`src/verilog/cfs_regs.vh`:
```
// Register indices, field positions, reset values and operation codes
// of the core sequencing block. Byte address on the bus is four times
// the register index; definitions only.
`ifndef CFS_REGS_VH
`define CFS_REGS_VH

// Register indices
`define CFS_IDX_LOOKUP    8'h82
`define CFS_IDX_FLAGS     8'h86
`define CFS_IDX_PCL       8'hCE
`define CFS_IDX_PCH       8'hCF
`define CFS_IDX_STACK_POINTER_CTL      8'hDF
`define CFS_IDX_STK_HI    4'hF

// Field positions
`define CFS_FLAG_C        2
`define CFS_FLAG_DC       1
`define CFS_FLAG_Z        0
`define CFS_STACK_POINTER_CTL_GIE      7

// Reset values and interrupt entry vector
`define CFS_FLAGS_RST     3'h0
`define CFS_SP_RST        4'hF
`define CFS_GIE_RST       1'b0
`define CFS_PC_RST        12'h000
`define CFS_ACC_RST       8'h00
`define CFS_LOOKUP_RST    8'h00
`define CFS_IRQ_VEC       12'h008

// Operation codes from the instruction decoder
`define CFS_OP_NEXT       5'h00
`define CFS_OP_ADD        5'h01
`define CFS_OP_SUB        5'h02
`define CFS_OP_RRC        5'h03
`define CFS_OP_RLC        5'h04
`define CFS_OP_LDA        5'h05
`define CFS_OP_XCH        5'h06
`define CFS_OP_JMP        5'h07
`define CFS_OP_CALL       5'h08
`define CFS_OP_RET        5'h09
`define CFS_OP_RETURN_FROM_INTERRUPT       5'h0A
`define CFS_OP_IENT       5'h0B
`define CFS_OP_COMPARE_SKIP      5'h0C
`define CFS_OP_INCSK      5'h0D
`define CFS_OP_DECSK      5'h0E
`define CFS_OP_BIT_CLEAR_SKIP       5'h0F
`define CFS_OP_BIT_SET_SKIP       5'h10
`define CFS_OP_ADDPC      5'h11

`endif

```
`src/verilog/cfs_core.v`:
```
// Flags, accumulator, return stack and program counter of the core.
// Assumes a decoder on the same clock giving one ex_valid pulse per
// executed instruction, and an APB master for the system registers.
//
// How it works
// RQ1 - Flag register holds carry, nibble carry, zero; cleared at reset.
// RQ2 - Carry set on add carry-out, subtract without borrow, rotate-out one.
// RQ3 - Nibble carry set on low-nibble carry, or subtract without nibble borrow.
// RQ4 - Zero flag follows whether an add or subtract result is zero.
// RQ5 - Accumulator is 8 bits and has no register address.
// RQ6 - Interrupt entry and pops leave the accumulator alone; exchange is flag-neutral.
// RQ7 - Eight-level, 12-bit last-in-first-out return stack.
// RQ8 - Stack pointer register: pointer in 3:0 resets to 1111, enable in bit 7.
// RQ9 - Save decrements the pointer, restore increments it.
// RQ10 - Calls and interrupt entry push the program counter.
// RQ11 - Level n uses pointer 15 minus n and entry n.
// RQ12 - Both returns pop the top entry into the program counter.
// RQ13 - Each entry visible as high and low byte registers, read-write.
// RQ14 - 12-bit program counter resets to zero, steps by one.
// RQ15 - Jump and call load the full 12-bit destination.
// RQ16 - Counter high nibble and low byte readable and writable.
// RQ17 - Conditional skip instructions advance the counter by two.
// RQ18 - Compare skips when accumulator equals the operand.
// RQ19 - Increment and decrement skip when the result is zero.
// RQ20 - Writing or adding into the low byte keeps the high nibble.
// RQ21 - No stack overflow indication; pointer wraps modulo sixteen.
//
// The implementer's own choice: register access over APB.
`timescale 1ns/1ns

`include "cfs_regs.vh"

module cfs_core #(
    parameter [11:0] IRQ_VECTOR = `CFS_IRQ_VEC
) (
    input  wire        clock,
    input  wire        rstn,
    input  wire [9:0]  paddr,
    input  wire        psel,
    input  wire        penable,
    input  wire        pwrite,
    input  wire [31:0] pwdata,
    input  wire [3:0]  pstrb,
    output wire [31:0] prdata,
    output wire        pready,
    output wire        pslverr,
    input  wire        ex_valid,
    input  wire [4:0]  ex_op,
    input  wire [7:0]  ex_operand,
    input  wire [11:0] ex_target,
    input  wire [2:0]  ex_bit,
    input  wire        ex_to_mem,
    output wire [7:0]  accumulator,
    output wire [11:0] pc_out,
    output wire [7:0]  res_data,
    output wire        res_we,
    output wire        global_irq_enable
);

    reg [7:0]  acc_reg;
    reg [7:0]  acc_next;
    reg [11:0] pc_reg;
    reg [11:0] pc_next;
    reg        carry_reg;
    reg        carry_next;
    reg        nibble_carry_flag;
    reg        nibble_carry_next;
    reg        zero_reg;
    reg        zero_next;
    reg [3:0]  sp_reg;
    reg [3:0]  sp_next;
    reg        gie_reg;
    reg [7:0]  lookup_reg;
    reg [7:0]  res_data_reg;
    reg [7:0]  res_data_next;
    reg        res_we_reg;
    reg        res_we_next;
    reg [31:0] prdata_reg;
    reg        ex_prev_reg;
    reg        push_en;
    reg [11:0] push_val;
    reg [11:0] stk [0:7];
    reg [7:0]  rd_mux;
    reg        mapped;

    wire [7:0] idx = paddr[9:2];
    wire       is_stk = (idx[7:4] == `CFS_IDX_STK_HI);
    // Entry 7 sits at the lowest index pair, entry 0 at the top
    wire [2:0] stk_ent = 3'h7 - idx[3:1];
    wire       wr_fire = psel & penable & pwrite & pready & pstrb[0] & mapped;

    wire [8:0] add_full = {1'b0, acc_reg} + {1'b0, ex_operand};
    wire [4:0] add_low = {1'b0, acc_reg[3:0]} + {1'b0, ex_operand[3:0]};
    wire [7:0] sub_val = acc_reg - ex_operand;
    wire [7:0] inc_val = ex_operand + 8'h01;
    wire [7:0] dec_val = ex_operand - 8'h01;
    wire [11:0] pc_step = pc_reg + 12'h001;
    wire [11:0] pc_skip = pc_reg + 12'h002;
    wire [3:0] sp_up = sp_reg + 4'h1;

    // Entry used for a pointer value; only the low bits matter
    function [2:0] level_of;
        input [3:0] sp;
        begin
            level_of = ~sp[2:0]; // RQ11
        end
    endfunction

    // Pointer after a save; a save at pointer zero simply wraps to 15, no flag
    function [3:0] ptr_after_save;
        input [3:0] sp;
        begin
            ptr_after_save = sp - 4'h1; // RQ21
        end
    endfunction

    // Bus answer waits one cycle after an execute so that reads and
    // writes never race the core updating the same state.
    assign pready = ~ex_valid & ~ex_prev_reg;
    assign pslverr = psel & penable & pready & ~mapped;
    assign prdata = prdata_reg;
    assign accumulator = acc_reg;
    assign pc_out = pc_reg;
    assign res_data = res_data_reg;
    assign res_we = res_we_reg;
    assign global_irq_enable = gie_reg;

    // Register readback; accumulator deliberately absent
    always @* begin
        rd_mux = 8'h00;
        mapped = 1'b1;
        if (is_stk) begin
            if (idx[0]) begin
                rd_mux = {4'h0, stk[stk_ent][11:8]}; // RQ13
            end else begin
                rd_mux = stk[stk_ent][7:0]; // RQ13
            end
        end else begin
            case (idx)
                `CFS_IDX_LOOKUP: begin
                    rd_mux = lookup_reg;
                end
                `CFS_IDX_FLAGS: begin
                    rd_mux = {5'h00, carry_reg, nibble_carry_flag, zero_reg}; // RQ1
                end
                `CFS_IDX_PCL: begin
                    rd_mux = pc_reg[7:0]; // RQ16
                end
                `CFS_IDX_PCH: begin
                    rd_mux = {4'h0, pc_reg[11:8]}; // RQ16
                end
                `CFS_IDX_STACK_POINTER_CTL: begin
                    rd_mux = {gie_reg, 3'h0, sp_reg}; // RQ8
                end
                default: begin
                    mapped = 1'b0; // RQ5
                end
            endcase
        end
    end

    // Execute: next state of flags, accumulator, counter and pointer
    always @* begin
        acc_next = acc_reg;
        carry_next = carry_reg;
        nibble_carry_next = nibble_carry_flag;
        zero_next = zero_reg;
        pc_next = pc_reg;
        sp_next = sp_reg;
        push_en = 1'b0;
        push_val = pc_step;
        res_data_next = res_data_reg;
        res_we_next = 1'b0;
        if (ex_valid) begin
            pc_next = pc_step; // RQ14
            case (ex_op)
                `CFS_OP_NEXT: begin
                    pc_next = pc_step;
                end
                `CFS_OP_ADD: begin
                    carry_next = add_full[8]; // RQ2
                    nibble_carry_next = add_low[4]; // RQ3
                    zero_next = (add_full[7:0] == 8'h00); // RQ4
                    if (ex_to_mem) begin
                        res_data_next = add_full[7:0];
                        res_we_next = 1'b1;
                    end else begin
                        acc_next = add_full[7:0];
                    end
                end
                `CFS_OP_SUB: begin
                    carry_next = (acc_reg >= ex_operand); // RQ2
                    nibble_carry_next = (acc_reg[3:0] >= ex_operand[3:0]); // RQ3
                    zero_next = (sub_val == 8'h00); // RQ4
                    if (ex_to_mem) begin
                        res_data_next = sub_val;
                        res_we_next = 1'b1;
                    end else begin
                        acc_next = sub_val;
                    end
                end
                `CFS_OP_RRC: begin
                    carry_next = ex_operand[0]; // RQ2
                    if (ex_to_mem) begin
                        res_data_next = {carry_reg, ex_operand[7:1]};
                        res_we_next = 1'b1;
                    end else begin
                        acc_next = {carry_reg, ex_operand[7:1]};
                    end
                end
                `CFS_OP_RLC: begin
                    carry_next = ex_operand[7]; // RQ2
                    if (ex_to_mem) begin
                        res_data_next = {ex_operand[6:0], carry_reg};
                        res_we_next = 1'b1;
                    end else begin
                        acc_next = {ex_operand[6:0], carry_reg};
                    end
                end
                `CFS_OP_LDA: begin
                    acc_next = ex_operand;
                end
                `CFS_OP_XCH: begin
                    // Only way to park the accumulator without touching flags
                    acc_next = ex_operand; // RQ6
                    res_data_next = acc_reg;
                    res_we_next = 1'b1;
                end
                `CFS_OP_JMP: begin
                    pc_next = ex_target; // RQ15
                end
                `CFS_OP_CALL: begin
                    push_en = 1'b1; // RQ10
                    push_val = pc_step;
                    sp_next = ptr_after_save(sp_reg); // RQ9
                    pc_next = ex_target; // RQ15
                end
                `CFS_OP_RET, `CFS_OP_RETURN_FROM_INTERRUPT: begin
                    // Leaving a handler does not set the enable bit again
                    pc_next = stk[level_of(sp_up)]; // RQ12
                    sp_next = sp_up; // RQ9
                end
                `CFS_OP_IENT: begin
                    // Interrupted instruction resumes; accumulator untouched
                    push_en = 1'b1; // RQ10
                    push_val = pc_reg; // RQ6
                    // Enable bit left alone; masking belongs to the controller
                    sp_next = ptr_after_save(sp_reg); // RQ9
                    pc_next = IRQ_VECTOR;
                end
                `CFS_OP_COMPARE_SKIP: begin
                    if (acc_reg == ex_operand) begin
                        pc_next = pc_skip; // RQ18
                    end
                end
                `CFS_OP_INCSK: begin
                    if (ex_to_mem) begin
                        res_data_next = inc_val;
                        res_we_next = 1'b1;
                    end else begin
                        acc_next = inc_val;
                    end
                    if (inc_val == 8'h00) begin
                        pc_next = pc_skip; // RQ19
                    end
                end
                `CFS_OP_DECSK: begin
                    if (ex_to_mem) begin
                        res_data_next = dec_val;
                        res_we_next = 1'b1;
                    end else begin
                        acc_next = dec_val;
                    end
                    if (dec_val == 8'h00) begin
                        pc_next = pc_skip; // RQ19
                    end
                end
                `CFS_OP_BIT_CLEAR_SKIP: begin
                    if (!ex_operand[ex_bit]) begin
                        pc_next = pc_skip; // RQ17
                    end
                end
                `CFS_OP_BIT_SET_SKIP: begin
                    if (ex_operand[ex_bit]) begin
                        pc_next = pc_skip; // RQ17
                    end
                end
                `CFS_OP_ADDPC: begin
                    // Carry out of the low byte is dropped
                    pc_next = {pc_reg[11:8], pc_reg[7:0] + acc_reg}; // RQ20
                end
                default: begin
                    pc_next = pc_step;
                end
            endcase
        end
    end

    // Core state; bus writes only land when no execute is in flight
    always @(posedge clock or negedge rstn) begin
        if (!rstn) begin
            acc_reg <= `CFS_ACC_RST;
            pc_reg <= `CFS_PC_RST; // RQ14
            {carry_reg, nibble_carry_flag, zero_reg} <= `CFS_FLAGS_RST; // RQ1
            sp_reg <= `CFS_SP_RST; // RQ8
            gie_reg <= `CFS_GIE_RST;
            lookup_reg <= `CFS_LOOKUP_RST;
            res_data_reg <= 8'h00;
            res_we_reg <= 1'b0;
        end else begin
            acc_reg <= acc_next;
            carry_reg <= carry_next;
            nibble_carry_flag <= nibble_carry_next;
            zero_reg <= zero_next;
            res_data_reg <= res_data_next;
            res_we_reg <= res_we_next;
            pc_reg <= pc_next;
            sp_reg <= sp_next; // RQ21
            if (wr_fire) begin
                case (idx)
                    `CFS_IDX_LOOKUP: begin
                        lookup_reg <= pwdata[7:0];
                    end
                    `CFS_IDX_FLAGS: begin
                        carry_reg <= pwdata[`CFS_FLAG_C]; // RQ1
                        nibble_carry_flag <= pwdata[`CFS_FLAG_DC];
                        zero_reg <= pwdata[`CFS_FLAG_Z];
                    end
                    `CFS_IDX_PCL: begin
                        pc_reg <= {pc_reg[11:8], pwdata[7:0]}; // RQ20
                    end
                    `CFS_IDX_PCH: begin
                        pc_reg <= {pwdata[3:0], pc_reg[7:0]}; // RQ16
                    end
                    `CFS_IDX_STACK_POINTER_CTL: begin
                        gie_reg <= pwdata[`CFS_STACK_POINTER_CTL_GIE]; // RQ8
                        sp_reg <= pwdata[3:0];
                    end
                    default: begin
                        lookup_reg <= lookup_reg;
                    end
                endcase
            end
        end
    end

    // Stack storage has no reset; contents are undefined until written
    always @(posedge clock) begin
        if (push_en) begin
            stk[level_of(sp_reg)] <= push_val; // RQ7
        end else if (wr_fire && is_stk) begin
            if (idx[0]) begin
                stk[stk_ent][11:8] <= pwdata[3:0]; // RQ13
            end else begin
                stk[stk_ent][7:0] <= pwdata[7:0]; // RQ13
            end
        end
    end

    // Read data captured every selected cycle, held when idle
    always @(posedge clock or negedge rstn) begin
        if (!rstn) begin
            prdata_reg <= 32'h0000_0000;
            ex_prev_reg <= 1'b0;
        end else begin
            ex_prev_reg <= ex_valid;
            if (psel) begin
                prdata_reg <= {24'h00_0000, rd_mux};
            end
        end
    end

endmodule

```
`config.mk`:
```
export PLATFORM = sky130hd
export DESIGN_NAME = cfs_core
export DESIGN_NICKNAME = d
export VERILOG_FILES = /design/src/verilog/cfs_core.v
export VERILOG_INCLUDE_DIRS = /design/src /design/src/verilog
export SDC_FILE = /design/constraint.sdc
export NUM_CORES = 1
export LEC_CHECK = 0
export ABC_AREA = 0
export BUFFER_PORTS_ARGS = -buffer_cell sky130_fd_sc_hd__buf_2
export CAP_MARGIN = 20
export CORE_ASPECT_RATIO = 0.6
export CORE_MARGIN = 2
export CORE_UTILIZATION = 40
export CTS_CLUSTER_SIZE = 24
export DETAILED_ROUTE_END_ITERATION = 16
export GPL_TIMING_DRIVEN = 1
export PLACE_DENSITY = 0.57
export SKIP_LAST_GASP = 1
export SYNTH_ARGS = -nofsm -noshare
export SYNTH_HDL_FRONTEND = slang
export SYNTH_SLANG_ARGS = --single-unit
```
`constraint.sdc`:
```
create_clock -name clock -period 4.2 [get_ports clock]
set_input_delay 0.84 -clock clock [delete_from_list [all_inputs] [get_ports clock]]
set_output_delay 0.84 -clock clock [all_outputs]
set_load 0.02 [all_outputs]
```
==> results of run 1 <==
synthesized netlist by cell type (22+ instances only):
cell type / instances / share of area [%]
inv_1: 31 / 1.1
xnor2_1: 32 / 2.6
mux2i_1: 28 / 2.6
edfxtp_1: 96 / 27
o21ai_0: 45 / 2.1
buf_4: 24 / 1.7
clkbuf_1: 50 / 1.8
dfrtp_1: 50 / 12
ha_1: 30 / 3.5
nor3_1: 22 / 1.0
nand3_1: 26 / 1.2
a21oi_1: 63 / 3.0
mux4_2: 53 / 11
nor2_1: 104 / 3.7
nand2_1: 92 / 3.2
critical path, stage by stage:
cell and delay (ps):
buf_2 100, inv_1 170, ha_1 340, o21ba_2 200, o211ai_1 200, a221oi_2 120
a221oi_2 820, nand2_1 370, a221oi_2 380, o22ai_1 130
worst max path at each step:
stage	start	end	slack, ps
final	ex_operand[1]	pc_out[8]$_DFFE_PN0P_	860
after global routing	sp_reg[0]$_DFF_PN1_	pc_out[8]$_DFFE_PN0P_	690
after CTS	paddr[4]	pslverr	930
after detailed placement	paddr[4]	pc_out[2]$_DFFE_PN0P_	530
after global placement	ex_operand[1]	pc_out[8]$_DFFE_PN0P_	590
after floorplan	sp_reg[0]$_DFF_PN1_	pc_out[9]$_DFFE_PN0P_	510
power by group:
group,internal (µW),total (µW),switching [µW]
combinational,1390,3460,2070
clock,822,1490,667
sequential,1870,2190,317
layer usage:
layer	vias up	share of wire, %
li1	4080	-
met1	4479	49
met2	524	38
met3	27	12
met4	0	1.2
met5	-	0
placed cells by master, fill, tap and decap left out, drive strengths merged, types with 8 or more instances in the layout:
cell / n
dfrtp: 50
a21oi: 64
a221oi: 26
a211oi: 10
buf: 138
and3: 10
a31oi: 15
xor2: 16
mux4: 53
nand4: 11
ha: 30
mux2i: 28
nor2b: 9
o21ai: 54
o211ai: 13
edfxtp: 96
inv: 37
mux2: 17
nand2: 92
nand2b: 8
conb: 24
nor2: 104
clkbuf: 19
nand3: 27
xnor2: 32
nor3: 24
o22ai: 13
cells by family (layout without fill, tap and decap cells):
logic type                 after synthesis  in the layout
adders and majority gates               33             33
xor gates and xnor gates                48             48
muxes                                   98             98
and+or+nand+nor                        331            331
DFF                                    150            150
other                                    1             25
AOI/OAI and AO/OA                      249            249
buffers and inverters                  126            202
area by class of cell:
cell class                      instances  area share [%]
Tap cell                              360            3.72
Inverter                               32           0.991
Clock buffer                           19            3.57
Sequential cell                       150            35.0
Clock inverter                         13            1.00
Multi-Input combinational cell        783            49.1
Antenna cell                            1          0.0206
Timing Repair Buffer                  138            6.67
through the flow:
stage	util, %	worst slack (ps)
finish	46.0	860
global route	46.0	693
CTS	45.9	933
detailed placement	43.8	528
global placement	43.8	590
floorplan	-	514
==> flow_summary.json, run 1 <==
{
  "rows": 46,
  "routed_via_density": 6.09,
  "cts_sinks": 150,
  "hold_path.class": "input port to async pin",
  "cts-root-buf": "clkbuf_16",
  "cts_resized": 0,
  "power_density_nw_per_um2": 589,
  "area_growth_pct": 13.4,
  "cts_tree": "done",
  "postCtsSetupBuffers": 0,
  "drt_first_pass_iters": 6,
  "cts_buffers": 17,
  "use_met2_pct": 34.4,
  "fillers": 2530,
  "synth_area_per_cell_um2": 10.3,
  "ys_types": 86,
  "fin_setup_tns_ps": 0,
  "timing.hold.ws_ps": 392,
  "htreeDepth": 4,
  "placed_cell_area_um2": 11600,
  "rsz0062_at_grt": "no",
  "overflow": 0,
  "fin_nets": 1236,
  "relSlewSlack_pct": 29.3,
  "tightest_slew_ps": 1060,
  "die_w_um": 215,
  "drive_gt1_share_pct": 24.0,
  "synthCells": 1036,
  "skew_ps": 10.3,
  "p_leak_uw": 0.00458,
  "cap_violations": 0,
  "finalCritPeriodShare_pct": 79.5,
  "die_h_um": 131,
  "finalSetupViolations": 0,
  "busiest_layer": "met1",
  "ys_seq_elements": 150,
  "wirelength_mm": 36.9,
  "final_cell_area_um2": 12100,
  "slew_viol_final": 0,
  "worstSetupEndpointType": "register",
  "seq_area_frac_synth_pct": 39.7,
  "worstReg2RegStart": "sp_reg[1]$_DFF_PN1_",
  "period_needed_ps": 3340,
  "synthAdderAreaFrac_pct": 4.07,
  "holdBufCountCts": 0,
  "worstSetupStartpointType": "input port",
  "synthMuxAreaShare_pct": 15.6,
  "multiInputGateArea_um2": 5950,
  "synth_top_flop_cell": "edfxtp_1",
  "ff2ff_path_depth": 9,
  "num_vias": 9110,
  "path_class": "input port to register",
  "regArea_um2": 4240,
  "ff2ff_setup_slack_ps": 880,
  "groute.usage.overall_pct": 27.1,
  "synth_top_family_by_area": "compound AO/OA/AOI/OAI gates",
  "critPathMaxFanout": 8,
  "die-area_um2": 28100,
  "synth_compound_area_share_pct": 16.0,
  "yosys.area_share.simple_pct": 15.2,
  "peakVddDrop_mv": 0.253,
  "drtIter0Drc": 1251,
  "gp_congestion": 0.993,
  "r2r-end": "pc_out[11]$_DFFE_PN0P_",
  "io_pins": 145,
  "mappedNetlistArea_um2": 10700,
  "ys_warn_count": 0,
  "wl_per_cell_um": 24.7,
  "antenna_found_initial": 1,
  "hold_viol_final": 0,
  "initial_core_util_pct": 40.5,
  "fmax_mhz": 299,
  "cp_data_required_time_ps": 4520,
  "p_total_uw": 7140,
  "cts.reportedPaths.clkPinSlew_ps": 70,
  "grtUsageMet3_pct": 9.33,
  "antenna_left": 0,
  "grt_pass1_wl_mm": 55.6,
  "met1_usage_pct": 42.8,
  "worstSkewPairLatency_ps": 450,
  "drc": 0,
  "fin_cells": 1496,
  "synth_edf_count": 96,
  "arrival_ps": 3660,
  "dp_hpwl_mm": 28.7,
  "synthXorXnorAreaFrac_pct": 3.93,
  "largest_register": "stk",
  "dp.cells": 1462,
  "grt_pass1_vias": 8571,
  "coreArea_um2": 26400,
  "clk_path_buf_depth": 2,
  "status": "complete, no violations",
  "synth-async-reset-ratio_pct": 36.0,
  "grt_max_degree": 34,
  "port_buffers": 91,
  "largest_register_ff_count": 96
}
Power figures use the tool's default switching activity.
==> run 2: changes to the inputs <==
--- a/config.mk
+++ b/config.mk
@@ -6,7 +6,7 @@
 export SDC_FILE = /design/constraint.sdc
 export NUM_CORES = 1
 export LEC_CHECK = 0
-export ABC_AREA = 0
+export ABC_AREA = 1
 export BUFFER_PORTS_ARGS = -buffer_cell sky130_fd_sc_hd__buf_2
 export CAP_MARGIN = 20
 export CORE_ASPECT_RATIO = 0.6
==> constraint.sdc (replaced) <==
create_clock -name clock -period 3.3 [get_ports clock]
set_input_delay 0.66 -clock clock [delete_from_list [all_inputs] [get_ports clock]]
set_output_delay 0.66 -clock clock [all_outputs]
set_load 0.02 [all_outputs]
==> run 2 against run 1 <==
  * Die area rose by 7.1%
  * Cell count rose by 40%
  * Combinational power rose by 39%
  * Clock-buffer cell count fell by 1
  * Sequential power rose by 22%
  * Non-clock buffer count rose by 55
  * Core utilization rose by 1.8 points
  * Worst hold slack got worse by 270 ps
  * Global-route usage rose by 5.3 points
  * Clock skew rose by 0.94 ps
  * Via count rose by 35%
  * Synthesized cell count rose by 51%
  * Critical endpoint is now stk[2][10]$_DFFE_PP_
==> flow_summary.json, run 2 <==
{
  "fin_nets": 1832,
  "final_common_cell": "nand2_1",
  "regArea_um2": 4240,
  "antenna_left": 0,
  "internal_power_uw": 4900,
  "wirelength_mm": 48.3,
  "power_density_nw_per_um2": 701,
  "slowest_delay_ps": 610,
  "peakVddDrop_mv": 0.622,
  "fillers": 2803,
  "ys_warn_count": 0,
  "arrival_ps": 3060,
  "synth_top_flop_cell": "edfxtp_1",
  "initial_core_util_pct": 41.1,
  "hold_path.class": "input port to async pin",
  "fmax_mhz": 347,
  "critPathBufInv": 1,
  "io_pins": 145,
  "grt_max_degree": 49,
  "worstSetupEndpointType": "register",
  "p_sw_share_pct": 47.6,
  "crit_top_cell": "nand2_1",
  "worstSkewPairLatency_ps": 440,
  "port_buffers": 91,
  "die_h_um": 135,
  "seq_area_frac_synth_pct": 37.0,
  "worstSetupStartpointType": "register",
  "tightest_slew_ps": 1050,
  "finalCritPeriodShare_pct": 87.2,
  "synth_largest_area_cell": "edfxtp_1",
  "finalSetupViolations": 0,
  "largest_register_ff_count": 96,
  "cts_buffers": 17,
  "grt_pass1_vias": 10781,
  "p_leak_uw": 0.00612,
  "cts_resized": 0,
  "synth_area_per_cell_um2": 7.34,
  "cap_violations": 0,
  "synth-async-reset-ratio_pct": 36.0,
  "combPwrFrac_pct": 51.4,
  "yosys.cell_count.top_type": "nand2_1",
  "num_vias": 12261,
  "final_cell_mix": "nand2_1, nor2_1, o21ai_0",
  "cp_data_required_time_ps": 3480,
  "multiInputGateArea_um2": 6150,
  "holdBufCountCts": 0,
  "drc": 0,
  "relSlewSlack_pct": 29.4,
  "dp_hpwl_mm": 38.6,
  "htreeDepth": 4,
  "hold_viol_final": 0,
  "grt_pass1_wl_mm": 70.9,
  "cts-root-buf": "clkbuf_16",
  "drtIter0Drc": 1854,
  "synthTopCellsByArea": "edfxtp_1, dfrtp_1, nand2_1, o21ai_0, nor2_1",
  "wl_per_cell_um": 23.0,
  "synth_top_area_share_pct": 25.1,
  "antenna_cells_inserted": 0,
  "period_needed_ps": 2880,
  "drive_gt1_share_pct": 18.0,
  "synthTopCellsByCount": "nand2_1, nor2_1, o21ai_0",
  "path_class": "register to register",
  "status": "complete, no violations",
  "power_switching_uw": 4440,
  "synthCells": 1563,
  "die-area_um2": 30100,
  "timing.hold.ws_ps": 125,
  "crit_family": "simple AND/OR/NAND/NOR gates",
  "gp_congestion": 1.06,
  "clk_path_buf_depth": 2,
  "synth_edf_count": 96,
  "pwr-share-seq_pct": 28.6,
  "groute.usage.overall_pct": 32.3,
  "area_growth_pct": 16.1,
  "cts_sinks": 150,
  "ys_types": 67,
  "clock_power_share_pct": 20.0,
  "routed_via_density": 5.84,
  "rows": 47,
  "rsz0062_at_grt": "no",
  "skew_ps": 11.3,
  "fin_setup_tns_ps": 0,
  "antenna_found_initial": 0,
  "postCtsSetupBuffers": 0,
  "ys_seq_elements": 150,
  "largest_register": "stk",
  "coreArea_um2": 27900,
  "die_w_um": 223,
  "final_util_pct": 47.8,
  "overflow": 0,
  "drt_first_pass_iters": 6,
  "slew_viol_final": 0,
  "cp_slowest_cell": "dfrtp_1",
  "path_cells": "nand2_1 > nor2_1 > nand3_1 > nor3_1 > nand2_1 > xor2_1 > nand2_1 > o211ai_1 > o21ai_0 > buf_4",
  "cts.reportedPaths.clkPinSlew_ps": 70,
  "cts_tree": "done",
  "mappedNetlistArea_um2": 11500,
  "critPathMaxFanout": 8
}
==> run 2: changes by cell type after synthesis, sizes merged, moves of 53 or more <==
cell   delta
nand2   +245
nor2     +93
nand3    +85
o21ai   +125
inv     +148
mux4     -53
==> run 2: final timing paths <==
check                                          start  cells after the start                   endpoint  slack [ps]
max in group asynchronous                       rstn                      2      ex_prev_reg$_DFF_PN0_        2240
max                            pc_out[4]$_DFFE_PN0P_                     10       stk[2][10]$_DFFE_PP_         420
min in group clock         lookup_reg[4]$_DFFE_PN0P_                      2  lookup_reg[4]$_DFFE_PN0P_         480
min reg2reg                lookup_reg[4]$_DFFE_PN0P_                      2  lookup_reg[4]$_DFFE_PN0P_         480
min                                             rstn                      1    res_data[4]$_DFFE_PN0P_         120
max reg2reg                    pc_out[4]$_DFFE_PN0P_                     10       stk[2][10]$_DFFE_PP_         420
==> run 2: power by group through the flow <==
stage | registers (µW) | clock network, µW | logic (µW)
4_1_cts | 2650 | 1890 | 4640
6_report | 2670 | 1870 | 4800
3_5_place_dp | 2680 | 0 | 4610
3_3_place_gp | 2690 | 0 | 4590
2_1_floorplan | 2760 | 0 | 2640
5_1_grt | 2680 | 1960 | 5210
==> run 2: layout make-up <==
class	count	share of cell area [%]
Sequential cell	150	31.8
Clock inverter	14	0.874
Multi-Input combinational cell	1173	46.2
Timing Repair Buffer	193	9.17
Tap cell	367	3.45
Clock buffer	18	3.22
Inverter	183	5.26
==> run 2: stage by stage <==
stage	total power [µW]	std cells	area, µm²	worst slack, ps
final	9340	2098	13300	422
after global routing	9850	2098	13300	319
after global placement	7280	2066	12800	284
after floorplan	5400	1586	11600	529
after CTS	9180	2098	13300	570
after detailed placement	7300	2066	12800	330
==> run 2: cell families after synthesis <==
kind of cell    after synthesis  synth area share, %
flops                       150                 37.0
other cells                   1               0.0327
buf+inv                     263                 10.1
compound gates              383                 19.1
mux                           1                0.131
fa+ha+maj                    33                 3.80
simple gates                703                 27.6
xor+xnor                     29                 2.21
==> run 2: layer usage <==
layer	routed length [µm]	vias up	global-route usage (%)
li1	-	5597	-
met1	23800	5819	54.2
met2	16300	816	37.1
met3	7940	29	12.2
met4	274	0	4.81
met5	0	-	0
==> run 3: changes to the inputs <==
--- a/config.mk
+++ b/config.mk
@@ -6,7 +6,7 @@
 export SDC_FILE = /design/constraint.sdc
 export NUM_CORES = 1
 export LEC_CHECK = 0
-export ABC_AREA = 1
+export ABC_AREA = 0
 export BUFFER_PORTS_ARGS = -buffer_cell sky130_fd_sc_hd__buf_2
 export CAP_MARGIN = 20
 export CORE_ASPECT_RATIO = 0.6
==> run 3 against run 2 <==
  * Combinational power is essentially flat
  * Critical path type unchanged
  * Cell count shrank 26%
  * Via count shrank 22%
  * Worst setup slack lost 170 ps
  * Sequential power grew 2%
  * Critical endpoint is now zero_reg$_DFF_PN0_
  * Core utilization shrank 0.080 points
  * Largest cell class unchanged
  * Flip-flop and latch count is the same
  * Worst hold slack gained 180 ps
==> flow_summary.json, run 3 (synthesized netlist as in run 1, its figures left out) <==
{
  "critPathMaxFanout": 6,
  "drive_gt1_share_pct": 27.4,
  "skew_ps": 16.4,
  "p_sw_share_pct": 42.2,
  "combPwrFrac_pct": 49.9,
  "use_met2_pct": 34.3,
  "final_cell_area_um2": 12600,
  "antenna_cells_inserted": 0,
  "finalCritPeriodShare_pct": 92.3,
  "hold_path.class": "input port to async pin",
  "io_pins": 145,
  "cts_sinks": 150,
  "path_class": "register to register",
  "wirelength_mm": 38.1,
  "cts.reportedPaths.clkPinSlew_ps": 70,
  "antenna_left": 0,
  "cts_tree": "done",
  "antenna_found_initial": 0,
  "cap_violations": 0,
  "die-area_um2": 28100,
  "worstSkewPairLatency_ps": 450,
  "largest_register": "stk",
  "drc": 0,
  "drtIter0Drc": 1340,
  "worstSetupStartpointType": "register",
  "fmax_mhz": 328,
  "fin_setup_tns_ps": 0,
  "cts_buffers": 17,
  "grt_pass1_wl_mm": 56.3,
  "gp_congestion": 0.992,
  "dp.cells": 1514,
  "cts-root-buf": "clkbuf_16",
  "rows": 46,
  "worstSetupEndpointType": "register",
  "postCtsSetupBuffers": 0,
  "relSlewSlack_pct": 38.3,
  "die_h_um": 131,
  "final_common_cell": "nor2_1",
  "port_buffers": 91,
  "htreeDepth": 4,
  "pwr-share-seq_pct": 28.4,
  "fin_nets": 1287,
  "groute.usage.overall_pct": 27.5,
  "area_growth_pct": 17.7,
  "p_total_uw": 9600,
  "ff2ff_setup_slack_ps": 250,
  "placed_cell_area_um2": 12000,
  "drt_first_pass_iters": 5,
  "routed_via_density": 6.20,
  "power_density_nw_per_um2": 763,
  "grt_pass1_vias": 8620,
  "status": "complete, no violations",
  "fin_cells": 1546,
  "wl_per_cell_um": 24.6,
  "finalSetupViolations": 0,
  "grtUsageMet3_pct": 10.9,
  "peakVddDrop_mv": 0.440,
  "cts_resized": 0,
  "period_needed_ps": 3050,
  "met1_usage_pct": 43.7,
  "rsz0062_at_grt": "no",
  "dp_hpwl_mm": 29.6,
  "final_cell_mix": "nor2_1, buf_4, edfxtp_1",
  "busiest_layer": "met1",
  "p_leak_uw": 0.00486,
  "coreArea_um2": 26400,
  "die_w_um": 215,
  "initial_core_util_pct": 40.5,
  "slew_viol_final": 0,
  "arrival_ps": 3410,
  "internal_power_uw": 5550,
  "num_vias": 9582,
  "holdBufCountCts": 0,
  "tightest_slew_ps": 916,
  "overflow": 0,
  "hold_viol_final": 0,
  "clk_path_buf_depth": 2,
  "largest_register_ff_count": 96,
  "power_switching_uw": 4050,
  "cp_data_required_time_ps": 3660,
  "grt_max_degree": 31,
  "clock_power_share_pct": 21.7
}
-- run 3: cell types whose count changed in the layout (fill, tap and decap cells not counted), moves of 16 or more --
cell	before	now
nand4_1	27	11
a221oi_1	4	20
mux4_2	0	53
a21oi_1	111	63
inv_1	155	31
nand2_1	324	92
o21ai_0	156	45
nand3_1	108	26
xnor2_1	5	32
nor2_1	178	104
inv_2	22	1
mux2_2	0	17
mux2i_1	0	28
-- run 3: critical path, cell delays in order, from the launching register on --
cell and delay [ps]:
dfrtp_1 530, inv_1 80, ha_1 220, fa_1 410, nor2b_1 190, o31a_1 220, or4_1 140, nand3_1 120
a2111oi_0 600, buf_4 220, a32oi_1 70, o21ai_0 170
-- run 3: final cells by class --
type,count,area (µm²)
clock buffers,18,429
clock inverters,14,185
fillers,2486,13800
inverters,32,120
multi-input cells,783,5950
flip-flops and latches,150,4240
well taps,360,450
repair buffers,189,1200
-- run 3: layer usage --
metal  wire, µm  vias to the layer above
met1      18500                     4783
met5          0                        -
met4        339                        0
li1           -                     4177
met3       5120                       33
met2      14100                      589
-- run 3: final timing paths --
kind	cells past startpoint	to	startpoint
hold reg to reg	2	res_data[6]$_DFFE_PN0P_	res_data[6]$_DFFE_PN0P_
setup / recovery	11	zero_reg$_DFF_PN0_	accumulator[0]$_DFFE_PN0P_
max in group asynchronous	2	res_data[2]$_DFFE_PN0P_	rstn
min in group clock	2	res_data[6]$_DFFE_PN0P_	res_data[6]$_DFFE_PN0P_
hold / removal	1	prdata[7]$_DFFE_PN0P_	rstn
setup reg to reg	11	zero_reg$_DFF_PN0_	accumulator[0]$_DFFE_PN0P_
-- run 3: power by group through the flow --
stage                     clock network, µW  registers (µW)  logic (µW)
after floorplan                           0            2780        2910
after detailed placement                  0            2740        4670
after CTS                              2110            2710        4690
after global placement                    0            2740        4660
final                                  2080            2720        4790
after global routing                   2190            2750        5160
-- run 3: stage by stage --
stage	utilization, %	hold WS [ps]	setup slack, ps
final	47.7	306	253
after global routing	47.7	338	63.2
after CTS	47.7	319	347
after detailed placement	45.4	471	1.84
after global placement	45.4	464	23.0
after floorplan	-	364	42.4
